===== config.mk =====
export PLATFORM = sky130hd
export DESIGN_NAME = presence_ctrl
export DESIGN_NICKNAME = d
export VERILOG_FILES = /design/src/presence_pkg.sv /design/src/sec_timer_if.sv /design/src/presence_ctrl.sv /design/src/sec_timer.sv /design/src/bright_tx.sv
export SDC_FILE = /design/constraint.sdc
export NUM_CORES = 1
export LEC_CHECK = 0
export ABC_AREA = 1
export BUFFER_PORTS_ARGS = -buffer_cell sky130_fd_sc_hd__buf_2
export CAP_MARGIN = 30
export CORE_MARGIN = 5
export CORE_UTILIZATION = 48
export DETAILED_ROUTE_END_ITERATION = 6
export HOLD_SLACK_MARGIN = 0.1
export PLACE_DENSITY = 0.65
export SKIP_LAST_GASP = 1
export SLEW_MARGIN = 0
export SYNTH_ARGS = -nofsm -noshare
export SYNTH_HDL_FRONTEND = slang
export SYNTH_SLANG_ARGS = --single-unit

===== constraint.sdc =====
create_clock -name CORE_CLK -period 18 [get_ports CORE_CLK]
set_clock_uncertainty 0.2 [all_clocks]
set_input_delay 2.7 -clock CORE_CLK [delete_from_list [all_inputs] [get_ports CORE_CLK]]
set_output_delay 2.7 -clock CORE_CLK [all_outputs]
set_load 0.02 [all_outputs]

===== src/presence_pkg.sv =====
// Shared constants for the presence detector control block: register map,
// field positions, reset values, mode encodings and timing figures.
// Assumes a single 20 MHz core clock and a 32-bit APB register bus.
package presence_pkg;
   // Core clock and derived timing figures.
   localparam int CLK_HZ = 20_000_000;
   localparam int SECOND_S = 1;
   localparam int SEC_CYCLES = SECOND_S * CLK_HZ;
   localparam int BLINK_MILLIHZ = 750;
   localparam int BLINK_HALF_CYCLES = int'((64'(CLK_HZ) * 64'd1000) / (64'd2 * 64'(BLINK_MILLIHZ)));
   localparam int SECS_PER_MIN = 60;
   // Register byte addresses.
   localparam logic [7:0] ADDR_CFG = 8'h00;
   localparam logic [7:0] ADDR_SENS = 8'h04;
   localparam logic [7:0] ADDR_TIME = 8'h08;
   localparam logic [7:0] ADDR_CYCLE = 8'h0C;
   localparam logic [7:0] ADDR_STATUS = 8'h10;
   localparam logic [7:0] ADDR_BRIGHT = 8'h14;
   // Configuration register fields.
   localparam int CFG_LOCK_EN = 0;
   localparam int CFG_LOCK_INV = 1;
   localparam int CFG_BVR_LO = 2;
   localparam int CFG_PROG_LOCK = 4;
   localparam int CFG_BASIC_LOW = 5;
   localparam int CFG_ADJ_EN = 6;
   localparam int CFG_IL_LO = 7;
   localparam int CFG_BM_LO = 9;
   localparam int CFG_PROGRAMMED = 11;
   localparam int CFG_APP_BAD = 12;
   localparam int CFG_SHIFT_LO = 13;
   // Timing register fields.
   localparam int TIME_DMIN_LO = 0;
   localparam int TIME_DSEC_LO = 8;
   localparam int TIME_LOCK_LO = 16;
   localparam int TIME_STEP_LO = 24;
   localparam int FIELD6_W = 6;
   // Sensitivity fields, one nibble per sector.
   localparam int SENS_STRIDE = 4;
   // Status register fields.
   localparam int ST_LOCK = 0;
   localparam int ST_DELAY = 1;
   localparam int ST_LOCKOUT = 2;
   localparam int ST_LED = 3;
   localparam int ST_EFF_LO = 4;
   // Reset values.
   localparam logic [31:0] CFG_RST = 32'h0000_0100;
   localparam logic [31:0] SENS_RST = 32'h0000_0444;
   localparam logic [31:0] TIME_RST = 32'h1403_1100;
   localparam logic [31:0] CYCLE_RST = 32'h0000_0003;
   // Sensitivity levels: off, 25, 50, 75 and 100 percent.
   localparam logic [2:0] LEVEL_OFF = 3'h0;
   localparam logic [2:0] LEVEL_MAX = 3'h4;
   localparam logic [2:0] LEVEL_BASIC_LOW = 3'h2;
   localparam logic [2:0] LEVEL_ONE = 3'h1;
   typedef enum logic [1:0] {LR_OFF = 2'b00, LR_ON = 2'b01, LR_SAVED = 2'b10} lock_restart_t;
   typedef enum logic [1:0] {IL_OFF = 2'b00, IL_ON = 2'b01, IL_BOTH = 2'b10} interlock_pol_t;
   typedef enum logic [1:0] {BM_CHANGE = 2'b00, BM_CYCLIC = 2'b01, BM_BOTH = 2'b10,
                             BM_READ = 2'b11} bright_mode_t;
   typedef enum logic [1:0] {SH_NONE = 2'b00, SH_UP = 2'b01, SH_DOWN = 2'b10} shift_t;
endpackage


===== src/sec_timer_if.sv =====
// Interface joining a controller to a whole-second countdown timer.
// Assumes both ends run on the same core clock.
`timescale 1ns/1ps
`default_nettype none
interface sec_timer_if;
   logic load;
   logic [11:0] value;
   logic busy;
   logic done;
   modport ctrl (output load, output value, input busy, input done);
   modport timer (input load, input value, output busy, output done);
endinterface
`default_nettype wire


===== src/presence_ctrl.sv =====
// Presence detector control: remote lock, restart behaviour, PIR settings,
// interlock lockout and brightness transmission, with an APB register file.
// Assumes bus telegram inputs are one-cycle pulses synchronous to CORE_CLK.
//
// What this block does
// [RULE_01] Remote lock works only when configured.
// [RULE_02] Lock object toggles lock, configurable polarity.
// [RULE_03] Locked remote commands are all rejected.
// [RULE_04] Bus return: unlocked, locked, or saved state.
// [RULE_05] Reprogramming starts lock unlocked or locked.
// [RULE_06] Bus return delays feedback by min:sec.
// [RULE_07] Reprogramming sends feedback without delay.
// [RULE_08] Units get separate return and reprogram behaviour.
// [RULE_09] Unprogrammed: no motion telegrams, remote enabled.
// [RULE_10] Bad or missing application: idle, slow blink.
// [RULE_11] Low basic sensitivity caps all sectors.
// [RULE_12] Three sectors: off, 25 to 100 percent.
// [RULE_13] Enabled adjuster shifts all sectors one level.
// [RULE_14] Matching interlock telegram suppresses motion detection.
// [RULE_15] New matching telegram restarts the lockout.
// [RULE_16] Lockout time 0 to 59 seconds.
// [RULE_17] Brightness sent on change, cyclic, both, read.
// [RULE_18] Change sends need a configured lux step.
// [RULE_19] Adjuster shift clamps at end levels.
// [RULE_20] Lux step in 5 lux increments, default 20.
//
// Implementation choices: the register addresses and register access over APB.
`timescale 1ns/1ps
`default_nettype none
module presence_ctrl #(
   parameter int SEC_CYCLES = presence_pkg::SEC_CYCLES,
   parameter int BLINK_HALF_CYCLES = presence_pkg::BLINK_HALF_CYCLES,
   parameter int SECTORS = 3
) (
   input wire logic CORE_CLK,
   input wire logic RESET,
   input wire logic PSEL,
   input wire logic PENABLE,
   input wire logic PWRITE,
   input wire logic [7:0] PADDR,
   input wire logic [31:0] PWDATA,
   output logic [31:0] PRDATA,
   output logic PREADY,
   output logic PSLVERR,
   input wire logic LOCK_OBJ_VALID,
   input wire logic LOCK_OBJ_VALUE,
   input wire logic INTERLOCK_VALID,
   input wire logic INTERLOCK_VALUE,
   input wire logic IR_CMD_VALID,
   input wire logic [SECTORS-1:0] MOTION_IN,
   input wire logic BUS_RETURN,
   input wire logic SUPPLY_FAIL,
   input wire logic REPROG_DONE,
   input wire logic [15:0] BRIGHT_SAMPLE,
   input wire logic BRIGHT_SAMPLE_VALID,
   input wire logic BRIGHT_READ_REQ,
   output logic IR_ACCEPT,
   output logic LOCK_STATE,
   output logic [SECTORS-1:0] MOTION_OUT,
   output logic MOTION_TELEGRAM,
   output logic FEEDBACK_SEND,
   output logic UNIT_RESTART,
   output logic RESTART_CAUSE,
   output logic BRIGHT_SEND,
   output logic [15:0] BRIGHT_DATA,
   output logic STATUS_LED
);
   logic [31:0] cfg_reg;
   logic [31:0] sens_reg;
   logic [31:0] time_reg;
   logic [31:0] cycle_reg;
   logic pready_reg;
   logic lock_reg;
   logic saved_lock_reg;
   logic [31:0] blink_cnt_reg;
   logic led_reg;
   logic [3*SECTORS-1:0] eff_sens;
   logic [31:0] status;
   logic wr_en;
   logic lock_active;
   logic functional;
   logic il_match;
   logic delay_done_seen;
   logic [11:0] delay_secs;

   sec_timer_if delay_if ();
   sec_timer_if lockout_if ();
   sec_timer_if cycle_if ();

   // Register transfer completes at the edge where the slave shows ready.
   assign wr_en = PSEL && PENABLE && pready_reg && PWRITE;
   assign functional = cfg_reg[presence_pkg::CFG_PROGRAMMED] &&
                       !cfg_reg[presence_pkg::CFG_APP_BAD];
   assign lock_active = cfg_reg[presence_pkg::CFG_LOCK_EN] && lock_reg && // RULE_01
                        cfg_reg[presence_pkg::CFG_PROGRAMMED]; // RULE_09
   assign delay_secs = 12'(cfg_field6(time_reg, presence_pkg::TIME_DMIN_LO) *
                       presence_pkg::SECS_PER_MIN) +
                       12'(cfg_field6(time_reg, presence_pkg::TIME_DSEC_LO));

   function automatic logic [5:0] cfg_field6(input logic [31:0] r, input int lo);
      cfg_field6 = r[lo +: presence_pkg::FIELD6_W];
   endfunction

   // APB access phase answers one cycle after it starts.
   always_ff @(posedge CORE_CLK or posedge RESET) begin
      if (RESET) begin
         pready_reg <= 1'b0;
         PRDATA <= 32'h0000_0000;
         PSLVERR <= 1'b0;
      end else begin
         pready_reg <= PSEL && PENABLE && !pready_reg;
         PSLVERR <= 1'b0;
         if (PSEL && PENABLE && !pready_reg) begin
            PRDATA <= 32'h0000_0000;
            unique case (PADDR)
               presence_pkg::ADDR_CFG: PRDATA <= cfg_reg;
               presence_pkg::ADDR_SENS: PRDATA <= sens_reg;
               presence_pkg::ADDR_TIME: PRDATA <= time_reg;
               presence_pkg::ADDR_CYCLE: PRDATA <= cycle_reg;
               presence_pkg::ADDR_STATUS: PRDATA <= status;
               presence_pkg::ADDR_BRIGHT: PRDATA <= {16'h0000, BRIGHT_DATA};
               default: PSLVERR <= 1'b1;
            endcase
         end
      end
   end
   assign PREADY = pready_reg;

   // Software-written configuration registers.
   always_ff @(posedge CORE_CLK or posedge RESET) begin
      if (RESET) begin
         cfg_reg <= presence_pkg::CFG_RST;
         sens_reg <= presence_pkg::SENS_RST; // RULE_12
         time_reg <= presence_pkg::TIME_RST; // RULE_16
         cycle_reg <= presence_pkg::CYCLE_RST;
      end else if (wr_en) begin
         if (PADDR == presence_pkg::ADDR_CFG) begin
            cfg_reg <= PWDATA;
         end
         if (PADDR == presence_pkg::ADDR_SENS) begin
            sens_reg <= PWDATA;
         end
         if (PADDR == presence_pkg::ADDR_TIME) begin
            time_reg <= PWDATA; // RULE_20
         end
         if (PADDR == presence_pkg::ADDR_CYCLE) begin
            cycle_reg <= PWDATA;
         end
      end
   end

   // Remote lock state: bus object, bus return and reprogramming.
   always_ff @(posedge CORE_CLK or posedge RESET) begin
      if (RESET) begin
         lock_reg <= 1'b0;
      end else if (REPROG_DONE) begin
         lock_reg <= cfg_reg[presence_pkg::CFG_PROG_LOCK]; // RULE_05
      end else if (BUS_RETURN) begin
         unique case (cfg_reg[presence_pkg::CFG_BVR_LO +: 2]) // RULE_04
            presence_pkg::LR_OFF: lock_reg <= 1'b0;
            presence_pkg::LR_ON: lock_reg <= 1'b1;
            presence_pkg::LR_SAVED: lock_reg <= saved_lock_reg;
            default: lock_reg <= 1'b0;
         endcase
      end else if (LOCK_OBJ_VALID) begin
         lock_reg <= LOCK_OBJ_VALUE ^ cfg_reg[presence_pkg::CFG_LOCK_INV]; // RULE_02
      end
   end

   // Lock state is kept across a supply failure.
   always_ff @(posedge CORE_CLK or posedge RESET) begin
      if (RESET) begin
         saved_lock_reg <= 1'b0;
      end else if (SUPPLY_FAIL) begin
         saved_lock_reg <= lock_reg; // RULE_04
      end
   end

   // Remote commands pass unless locked; a dead application takes none.
   always_ff @(posedge CORE_CLK or posedge RESET) begin
      if (RESET) begin
         IR_ACCEPT <= 1'b0;
         LOCK_STATE <= 1'b0;
      end else begin
         IR_ACCEPT <= IR_CMD_VALID && !lock_active && !cfg_reg[presence_pkg::CFG_APP_BAD]; // RULE_03
         LOCK_STATE <= lock_active;
      end
   end

   // Per-sector sensitivity with adjuster shift and basic cap.
   for (genvar s = 0; s < SECTORS; s++) begin : g_sector
      logic [2:0] base;
      logic [2:0] shifted;
      always_comb begin
         base = sens_reg[s*presence_pkg::SENS_STRIDE +: 3];
         shifted = base;
         if (cfg_reg[presence_pkg::CFG_ADJ_EN]) begin // RULE_13
            if (cfg_reg[presence_pkg::CFG_SHIFT_LO +: 2] == presence_pkg::SH_UP &&
                base < presence_pkg::LEVEL_MAX) begin // RULE_19
               shifted = base + presence_pkg::LEVEL_ONE;
            end else if (cfg_reg[presence_pkg::CFG_SHIFT_LO +: 2] == presence_pkg::SH_DOWN &&
                         base > presence_pkg::LEVEL_OFF) begin // RULE_19
               shifted = base - presence_pkg::LEVEL_ONE;
            end
         end
         if (shifted > presence_pkg::LEVEL_MAX) begin
            shifted = presence_pkg::LEVEL_MAX; // RULE_19
         end
         if (cfg_reg[presence_pkg::CFG_BASIC_LOW] &&
             shifted > presence_pkg::LEVEL_BASIC_LOW) begin
            shifted = presence_pkg::LEVEL_BASIC_LOW; // RULE_11
         end
      end
      assign eff_sens[s*3 +: 3] = shifted;

      // Motion passes for a live sector outside the lockout.
      always_ff @(posedge CORE_CLK or posedge RESET) begin
         if (RESET) begin
            MOTION_OUT[s] <= 1'b0;
         end else begin
            MOTION_OUT[s] <= MOTION_IN[s] && (shifted != presence_pkg::LEVEL_OFF) && // RULE_12
                             !lockout_if.busy && !cfg_reg[presence_pkg::CFG_APP_BAD]; // RULE_14
         end
      end
   end

   // Interlock telegram matches the configured polarity.
   always_comb begin
      unique case (cfg_reg[presence_pkg::CFG_IL_LO +: 2])
         presence_pkg::IL_OFF: il_match = INTERLOCK_VALID && !INTERLOCK_VALUE;
         presence_pkg::IL_ON: il_match = INTERLOCK_VALID && INTERLOCK_VALUE;
         presence_pkg::IL_BOTH: il_match = INTERLOCK_VALID;
         default: il_match = 1'b0;
      endcase
   end
   assign lockout_if.load = il_match; // RULE_15
   assign lockout_if.value = 12'(cfg_field6(time_reg, presence_pkg::TIME_LOCK_LO)); // RULE_16

   // Restart delay is armed on bus return only.
   assign delay_if.load = BUS_RETURN && !REPROG_DONE; // RULE_06
   assign delay_if.value = delay_secs;
   assign delay_done_seen = delay_if.done;

   // Cyclic brightness timer re-arms whenever idle and a cycle is set.
   assign cycle_if.value = 12'(cfg_field6(cycle_reg, presence_pkg::TIME_DMIN_LO) *
                           presence_pkg::SECS_PER_MIN) +
                           12'(cfg_field6(cycle_reg, presence_pkg::TIME_DSEC_LO));
   assign cycle_if.load = !cycle_if.busy && !cycle_if.done && (cycle_if.value != 12'h000);

   sec_timer #(.SEC_CYCLES(SEC_CYCLES)) u_delay (.clk(CORE_CLK), .rst(RESET), .tif(delay_if));
   sec_timer #(.SEC_CYCLES(SEC_CYCLES)) u_lockout (.clk(CORE_CLK), .rst(RESET), .tif(lockout_if));
   sec_timer #(.SEC_CYCLES(SEC_CYCLES)) u_cycle (.clk(CORE_CLK), .rst(RESET), .tif(cycle_if));

   // Feedback release and unit restart notices.
   always_ff @(posedge CORE_CLK or posedge RESET) begin
      if (RESET) begin
         FEEDBACK_SEND <= 1'b0;
         UNIT_RESTART <= 1'b0;
         RESTART_CAUSE <= 1'b0;
         MOTION_TELEGRAM <= 1'b0;
      end else begin
         FEEDBACK_SEND <= functional && (REPROG_DONE || delay_done_seen); // RULE_07
         UNIT_RESTART <= REPROG_DONE || BUS_RETURN; // RULE_08
         if (REPROG_DONE || BUS_RETURN) begin
            RESTART_CAUSE <= REPROG_DONE; // RULE_08
         end
         MOTION_TELEGRAM <= functional && (|MOTION_OUT); // RULE_09
      end
   end

   // Slow blink while the application cannot run.
   always_ff @(posedge CORE_CLK or posedge RESET) begin
      if (RESET) begin
         blink_cnt_reg <= 32'h0000_0000;
         led_reg <= 1'b0;
      end else if (!cfg_reg[presence_pkg::CFG_APP_BAD]) begin
         blink_cnt_reg <= 32'h0000_0000;
         led_reg <= 1'b0;
      end else if (blink_cnt_reg == 32'(BLINK_HALF_CYCLES - 1)) begin
         blink_cnt_reg <= 32'h0000_0000;
         led_reg <= !led_reg; // RULE_10
      end else begin
         blink_cnt_reg <= blink_cnt_reg + 32'h0000_0001;
      end
   end
   assign STATUS_LED = led_reg;

   bright_tx u_bright (
      .clk(CORE_CLK),
      .rst(RESET),
      .enable(functional),
      .mode(cfg_reg[presence_pkg::CFG_BM_LO +: 2]),
      .step_lux(time_reg[presence_pkg::TIME_STEP_LO +: 8]),
      .sample(BRIGHT_SAMPLE),
      .sample_valid(BRIGHT_SAMPLE_VALID),
      .read_req(BRIGHT_READ_REQ),
      .cycle_done(cycle_if.done),
      .send(BRIGHT_SEND),
      .data(BRIGHT_DATA)
   );

   // Status word shows lock, timers, indicator and effective levels.
   always_comb begin
      status = 32'h0000_0000;
      status[presence_pkg::ST_LOCK] = lock_active;
      status[presence_pkg::ST_DELAY] = delay_if.busy;
      status[presence_pkg::ST_LOCKOUT] = lockout_if.busy;
      status[presence_pkg::ST_LED] = led_reg;
      status[presence_pkg::ST_EFF_LO +: 3*SECTORS] = eff_sens;
   end

   // Checks on the behaviour above.
   ir_lock_gate_a: assert property (@(posedge CORE_CLK) disable iff (RESET) // RULE_03
      IR_CMD_VALID && lock_active |=> !IR_ACCEPT)
      else $error("Remote command accepted while locked.");
   ir_unlocked_a: assert property (@(posedge CORE_CLK) disable iff (RESET) // RULE_01
      IR_CMD_VALID && !cfg_reg[presence_pkg::CFG_LOCK_EN] && !cfg_reg[presence_pkg::CFG_APP_BAD]
      |=> IR_ACCEPT)
      else $error("Remote command dropped with lock disabled.");
   bvr_lock_a: assert property (@(posedge CORE_CLK) disable iff (RESET) // RULE_04
      BUS_RETURN && !REPROG_DONE && cfg_reg[presence_pkg::CFG_BVR_LO +: 2] == presence_pkg::LR_SAVED
      |=> lock_reg == $past(saved_lock_reg))
      else $error("Saved lock state not restored.");
   prog_lock_a: assert property (@(posedge CORE_CLK) disable iff (RESET) // RULE_05
      REPROG_DONE |=> lock_reg == $past(cfg_reg[presence_pkg::CFG_PROG_LOCK]))
      else $error("Lock state after reprogramming wrong.");
   prog_nodelay_a: assert property (@(posedge CORE_CLK) disable iff (RESET) // RULE_07
      REPROG_DONE && functional |=> FEEDBACK_SEND)
      else $error("Feedback delayed after reprogramming.");
   bvr_delay_a: assert property (@(posedge CORE_CLK) disable iff (RESET) // RULE_06
      BUS_RETURN && !REPROG_DONE && delay_secs != 12'h000 |=> !FEEDBACK_SEND ##1 delay_if.busy)
      else $error("Feedback not held back after bus return.");
   lockout_supp_a: assert property (@(posedge CORE_CLK) disable iff (RESET) // RULE_14
      il_match && time_reg[presence_pkg::TIME_LOCK_LO +: 6] != 6'h00
      |=> lockout_if.busy ##1 MOTION_OUT == '0)
      else $error("Motion passed during lockout.");
   unprog_quiet_a: assert property (@(posedge CORE_CLK) disable iff (RESET) // RULE_09
      !cfg_reg[presence_pkg::CFG_PROGRAMMED] |=> !MOTION_TELEGRAM)
      else $error("Motion telegram sent while unprogrammed.");
   sens_cap_a: assert property (@(posedge CORE_CLK) disable iff (RESET) // RULE_11
      cfg_reg[presence_pkg::CFG_BASIC_LOW] |-> eff_sens[2:0] <= presence_pkg::LEVEL_BASIC_LOW)
      else $error("Basic sensitivity cap not applied.");
   cover_lock_ir_c: cover property (@(posedge CORE_CLK) disable iff (RESET)
      lock_active && IR_CMD_VALID);
   cover_lockout_c: cover property (@(posedge CORE_CLK) disable iff (RESET)
      lockout_if.busy && il_match);
   cover_bvr_send_c: cover property (@(posedge CORE_CLK) disable iff (RESET)
      delay_if.done && FEEDBACK_SEND == 1'b0);
endmodule // presence_ctrl
`default_nettype wire


===== src/sec_timer.sv =====
// Whole-second countdown timer; a load restarts it from its full value.
// Assumes load is a one-cycle pulse from logic on the same clock.
`timescale 1ns/1ps
`default_nettype none
module sec_timer #(
   parameter int SEC_CYCLES = presence_pkg::SEC_CYCLES
) (
   input wire logic clk,
   input wire logic rst,
   sec_timer_if.timer tif
);
   logic [31:0] cyc_reg;
   logic [11:0] sec_reg;
   logic done_reg;

   // Counts seconds down; a load re-arms the sub-second prescaler too.
   always_ff @(posedge clk or posedge rst) begin
      if (rst) begin
         cyc_reg <= 32'h0000_0000;
         sec_reg <= 12'h000;
         done_reg <= 1'b0;
      end else if (tif.load) begin
         cyc_reg <= 32'(SEC_CYCLES - 1);
         sec_reg <= tif.value;
         done_reg <= (tif.value == 12'h000); // A zero time ends at once.
      end else if (sec_reg != 12'h000) begin
         done_reg <= 1'b0;
         if (cyc_reg == 32'h0000_0000) begin
            cyc_reg <= 32'(SEC_CYCLES - 1);
            sec_reg <= sec_reg - 12'h001;
            done_reg <= (sec_reg == 12'h001);
         end else begin
            cyc_reg <= cyc_reg - 32'h0000_0001;
         end
      end else begin
         done_reg <= 1'b0;
      end
   end

   assign tif.busy = (sec_reg != 12'h000);
   assign tif.done = done_reg;
endmodule // sec_timer
`default_nettype wire


===== src/bright_tx.sv =====
// Decides when the 2-byte measured brightness object is sent.
// Assumes sample_valid, read_req and cycle_done are one-cycle pulses.
`timescale 1ns/1ps
`default_nettype none
module bright_tx (
   input wire logic clk,
   input wire logic rst,
   input wire logic enable,
   input wire logic [1:0] mode,
   input wire logic [7:0] step_lux,
   input wire logic [15:0] sample,
   input wire logic sample_valid,
   input wire logic read_req,
   input wire logic cycle_done,
   output logic send,
   output logic [15:0] data
);
   logic [15:0] diff;
   logic on_change;
   logic cyclic;

   // Change and cycle conditions for the configured mode.
   always_comb begin
      diff = (sample >= data) ? sample - data : data - sample;
      on_change = (mode == presence_pkg::BM_CHANGE) || (mode == presence_pkg::BM_BOTH);
      cyclic = (mode == presence_pkg::BM_CYCLIC) || (mode == presence_pkg::BM_BOTH);
   end

   // Sends on a large enough change, on the cycle, or on a read request.
   always_ff @(posedge clk or posedge rst) begin
      if (rst) begin
         send <= 1'b0;
         data <= 16'h0000;
      end else begin
         send <= 1'b0;
         if (enable && (read_req || (cyclic && cycle_done) || // RULE_17
             (on_change && sample_valid && diff >= {8'h00, step_lux}))) begin // RULE_18
            send <= 1'b1;
            data <= sample;
         end
      end
   end
endmodule // bright_tx
`default_nettype wire


; Yosys cells after proc, flatten, opt, wreduce, memory -nomap -nowiden
; Index checks and enable logic that the tools add are counted.
[op_classes]
add_sub_neg = 17
mul = 2
order_cmp = 14
n_eq_ne = 17
muxes = 53
bitwise_logic = 1
n_reduce_logical = 84
[op_table]
columns = cell, count
row1 = $mux 32, 11
row2 = $pmux 32 s6, 1
row3 = $mux 12, 9
row4 = $logic_not 32->1, 3
row5 = $sub 32x1->32 const B, 3
row6 = $reduce_bool 12->1, 4
row7 = $mux 3, 15
row8 = $logic_and 1x1->1, 38
row9 = $sub 12x1->12 const B, 3
row10 = $add 32x1->32 const B, 1
row11 = $eq 32x24->1 const B, 1
row12 = $sub 16x16->16, 2
row13 = $add 12x6->12, 2
row14 = $eq 12x1->1 const B, 2
row15 = $logic_not 12->1, 2
row16 = $mul 6x4->10 const B, 2
row17 = $eq 8x4->1 const B, 2
row18 = $eq 8x5->1 const B, 2
row19 = $ge 16x16->1, 1
row20 = $ge 16x8->1, 1
row21 = $mux 16, 1
row22 = $mux 1, 14
row23 = $reduce_and 2->1, 7
row24 = $reduce_bool 2->1, 6
row25 = 20 further kinds, 55
[totals]
ff_bits = 357
input_bits = 74
output_inout_bits = 61
word_cells = 218

; Longest topological paths before layout
[depth]
ltp_word = 14
ltp_mapped = 33
mapped_depth_nobuf = 31

; By module
; From an unflattened synthesis, not the netlist that was laid out.
[unflattened]
hier_cells = 3238
hier_area_um2 = 23595.1
[by_module_without_submodules]
columns = mod, instances, cells_per_inst, area_each_um2, seq_area_each_um2
row1 = presence_ctrl, 1, 1424, 11566.1, 5170.0
row2 = sec_timer (u_delay ...), 2, 422, 2949.1, 1126.1
row3 = bright_tx, 1, 537, 3111.7, 425.4
row4 = sec_timer (u_cycle), 1, 433, 3019.1, 1126.1

; Worst setup path before layout
; No wires, ideal clock.
[synth_timing]
path_type = input to register
startpoint = input BRIGHT_SAMPLE[0]
endpoint = register u_bright.data[1]
setup_ns = 0.118
arrival_ns = 5.595
t_required_ns = 17.682
path_slack_ns = 12.087
cell_stages = 28
path_buffers = 2
cell_sequence = inv_1 > ha_1 > inv_1 > fa_1 > nand2_1 > nand2_1 > nand2_1 > nand3_1 > nand2_2 > nand2_4 > clkbuf_1 > o21ai_0 > xnor2_1 > inv_1 > ha_1 > nand2_1 > inv_1 > nand2_1 > nand2_1 > a21oi_1 > nand2_1 > nor2_1 > nand3_1 > nand2_1 > nand2_2 > buf_4 > nand3_1 > nand2_1
[synth_between]
elab_chain_len = 6
word_cells_on_any_way = 8
classes_between = add/sub: 2 / order compare: 2 / mux: 1 / reduce/logical: 3
[synth_rtl]
columns = item, line_no
row1 = from (decl), presence_ctrl.sv:54  ; input wire logic [15:0] BRIGHT_SAMPLE,
row2 = $sub 16x16->16 or $ge 16x16->1 (tied branches), bright_tx.sv:24  ; diff = (sample >= data) ? sample - data : data - sample;
row3 = $mux 16 *, bright_tx.sv:24
row4 = $ge 16x8->1 *, bright_tx.sv:37  ; (on_change && sample_valid && diff >= {8'h00, step_lux}))) begin
row5 = $logic_and 1x1->1 *, bright_tx.sv:37
row6 = $logic_or 1x1->1 *, bright_tx.sv:36  ; if (enable && (read_req || (cyclic && cycle_done) ||
row7 = $logic_and 1x1->1 *, bright_tx.sv:36
row8 = to (signal assigned), bright_tx.sv:39  ; data <= sample;
row9 = to (decl), bright_tx.sv:16  ; output logic [15:0] data
; Mark *: on every way between the ends. The rest lies on a longest branch, timed or not.
; A chain may end at the register's enable or synchronous reset.

; Worst setup path in the final report
[layout_timing]
startpoint = input BRIGHT_SAMPLE[0]
endpoint = register u_bright.data[15]
; Same word-level chain as after synthesis.

==> summary.md <==
The flow ran to the end, and the final reports show no timing, DRC or antenna violations. The run gives 0.162 GHz as the achievable frequency. The finished cells cover 0.0249 mm². The top fanout value on the critical path came out at 18. Setup slack on the critical path of the routed design comes to 11810 ps. The run gives 19600 as the number of global-route vias before repair. Cell with the largest stage delay on the worst path: fa_1.

The transition time at the pin with the least slew margin was 1000 ps; the endpoint required time on the critical path was 18290 ps. Synthesized area divided by synthesized cell count: 7.46 µm². TritonCTS built the clock tree. The clock drives 357 sinks.

On the final layout, the worst hold slack is 266 ps. The gate count after technology mapping was 2959. After detailed routing, the total wire length is 63200 µm.

The final clock period utilization by the worst path was 0.344; the estimated wirelength of the detail-placed design was 46600 µm. The tree is rooted in a clkbuf_16. The run gives 0.251 as the overall routing resource usage. The flip-flop and latch count after synthesis was 357; the number of antenna cells inserted was 0. Setup repair after global routing left no endpoint under its margin. The final-layout setup total negative slack was 0 ps; the vertical extent of the die was 224 µm. Top-level I/O count: 135. The wire length of the first global-routing pass was 104000 µm; the leakage dissipation was 12.4 nW. The power density of the placed cells is 92.5 mW/mm².

The clock period could shrink to 6190 ps. The fraction of post-synthesis cell area in the top cell type by area came out at 0.391. The tools report the core area as 0.0455 mm².

The part of the Yosys area used for sequential elements is 0.405. Timing analysis after detailed placement gives a worst setup slack of 11330 ps. Entering global routing, the biggest net connects 166 pins. The initial antenna violation count is 1. The die area came out at 0.0504 mm². The number of hold buffers added after CTS was 0. Largest incremental delay on the critical path: 420 ps. Number of rows in the core area: 78. Leaving out fill and tap cells, the most frequent cell in the layout is nand2_1.

Setup violations remaining at the end of the flow were counted as 0. Summing every instance area after synthesis gives 0.0221 mm². Yosys mapped a number of flops with a built-in enable equal to 0. The die outline width was 224 µm. At the later pin of the worst-skew pair, clock insertion delay measures 570 ps. Buffers added to address setup during post-CTS repair amount to 0. Port buffering added 134 buffers. Synthesis instantiated 69 different standard cells from the library. Utilization after layout: 0.547. After the first detailed-routing iteration, the DRC count stood at 1687.

STA classifies the critical path startpoint as an input port. The worst hold-check path type is flop to flop. Global routing finished with a remaining overflow of 0. Clock slew seen by the registers of the worst setup and hold paths: 60 ps. The number of buffers created by CTS was 43; the ratio of cells with drive above 1 in the final layout was 0.0929. Before antenna repair, the detailed router went through 6 iterations. The worst setup path is captured at a flop.

The clock passes through at most 3 buffers. Across the VDD grid, the largest voltage drop is 0.0847 mV. Yosys attributes the largest share of cell area to dfrtp_1 39%, nand2_1 12%, inv_1 6.8%, o21ai_0 5.9%, ha_1 5.6%. The count of final max-slew check failures is 0. The H-tree generated during clock tree synthesis spans 2 levels.

The final layout contains 3272 nets. In the final routed layout, each cell accounts on average for 17.0 µm. In this run the cell area measured after placement is 0.0233 mm². The count of max-cap constraint violations is 0. Initial core utilization: 0.486.

The most used flip-flop cell after synthesis is dfrtp_1. The relative max-transition margin came out at 0.331. Yosys printed 0 warnings.

By startpoint and endpoint, the worst setup path is classified as input port to flop. The cell that appears most often on the critical path is nand2_1. The routability congestion estimate is 0.937. In the layout the commonest cells are 730 x nand2_1, 400 x inv_1, 345 x dfrtp_1. The vias after detailed routing was 20100. The share of synthesized registers carrying an async set or reset is 1.00. Post-cts repair resize count: 0. The largest total area in the synthesized netlist belongs to dfrtp_1. The number of nets with antenna violations after routing was 0; the routed via count divided by cell count was 5.43. The layout overhead on the synthesized area is 12.6%. For this run, design rule violations remaining after detail routing come to 0. The tools report the number of hold violations in the final report as 0. Post-synth net total: 3154.

At the worst endpoint, the arrival time is 6480 ps.
[synth_stat cells (44+ instances only)]
library cell,instances
inv_1,401
dfrtp_1,345
a21oi_1,102
nor2_1,290
xor2_1,50
nand3_1,238
nand4_1,44
clkbuf_1,62
nor3_1,61
nand2_1,732
o21ai_0,261
ha_1,99
[report_power, final]
part / switching, W / internal (W)
sequential: 0.0000641 / 0.000867
clock: 0.000356 / 0.000559
combinational: 0.000301 / 0.000152
[final timing paths]
| check | depth (start not counted) | startpoint | to | slack (ps) |
|---|---|---|---|---|
| min in group asynchronous | 2 | RESET | u_cycle.cyc_reg[30]$_DFFE_PP0P_ | 2080 |
| setup reg to reg | 19 | cycle_reg[1]$_DFFE_PP1P_ | u_cycle.cyc_reg[10]$_DFFE_PP0P_ | 13190 |
| hold / removal | 1 | u_cycle.cyc_reg[0]$_DFFE_PP0P_ | u_cycle.cyc_reg[0]$_DFFE_PP0P_ | 270 |
| hold reg to reg | 1 | u_cycle.cyc_reg[0]$_DFFE_PP0P_ | u_cycle.cyc_reg[0]$_DFFE_PP0P_ | 270 |
| max in group asynchronous | 3 | RESET | sens_reg[25]$_DFFE_PP0P_ | 14070 |
| setup / recovery | 32 | BRIGHT_SAMPLE[0] | u_bright.data[15]$_DFFE_PP0P_ | 11810 |
[cell families after synthesis]
group | count (synthesis) | share of synthesized area
compound gates | 480 | 0.124
xor+xnor | 69 | 0.0280
fa+ha+maj | 121 | 0.0760
buf+inv | 491 | 0.0859
flops | 357 | 0.405
mux | 2 | 0.000963
simple gates | 1439 | 0.280
[layout make-up]
class	count	area, µm²
Clock buffer	63	1300
Tap cell	600	751
Clock inverter	15	189
Sequential cell	357	8950
Multi-Input combinational cell	2111	11300
Timing Repair Buffer	154	857
Inverter	410	1550
Fill cell	4415	20600
[per-stage QoR]
| step | std cells | power, W |
|---|---|---|
| after floorplan | 2959 | 0.00128 |
| after global placement | 3629 | 0.00138 |
| after detailed placement | 3631 | 0.00139 |
| after CTS | 3709 | 0.00232 |
| after global routing | 3710 | 0.00243 |
| final | 3710 | 0.00230 |
[per-layer routing]
metal,routed length [µm],part of all wire,vias to the layer above,global-route usage
met2,28500,0.45,606,0.397
met5,0,0,-,0
met4,1370,0.022,0,0.0642
li1,-,-,9906,-
met3,4050,0.064,91,0.0384
met1,29400,0.46,9529,0.363
[worst max-delay path: cells and delay by family]
kind                     cells  cell delay, ps
AO/OA/AOI/OAI                1             200
XOR/XNOR                     1             120
adder cells (fa/ha/maj)      3             820
buffers and inverters        5             440
AND/OR/NAND/NOR             22            2160
Power figures use the tool's default switching activity.
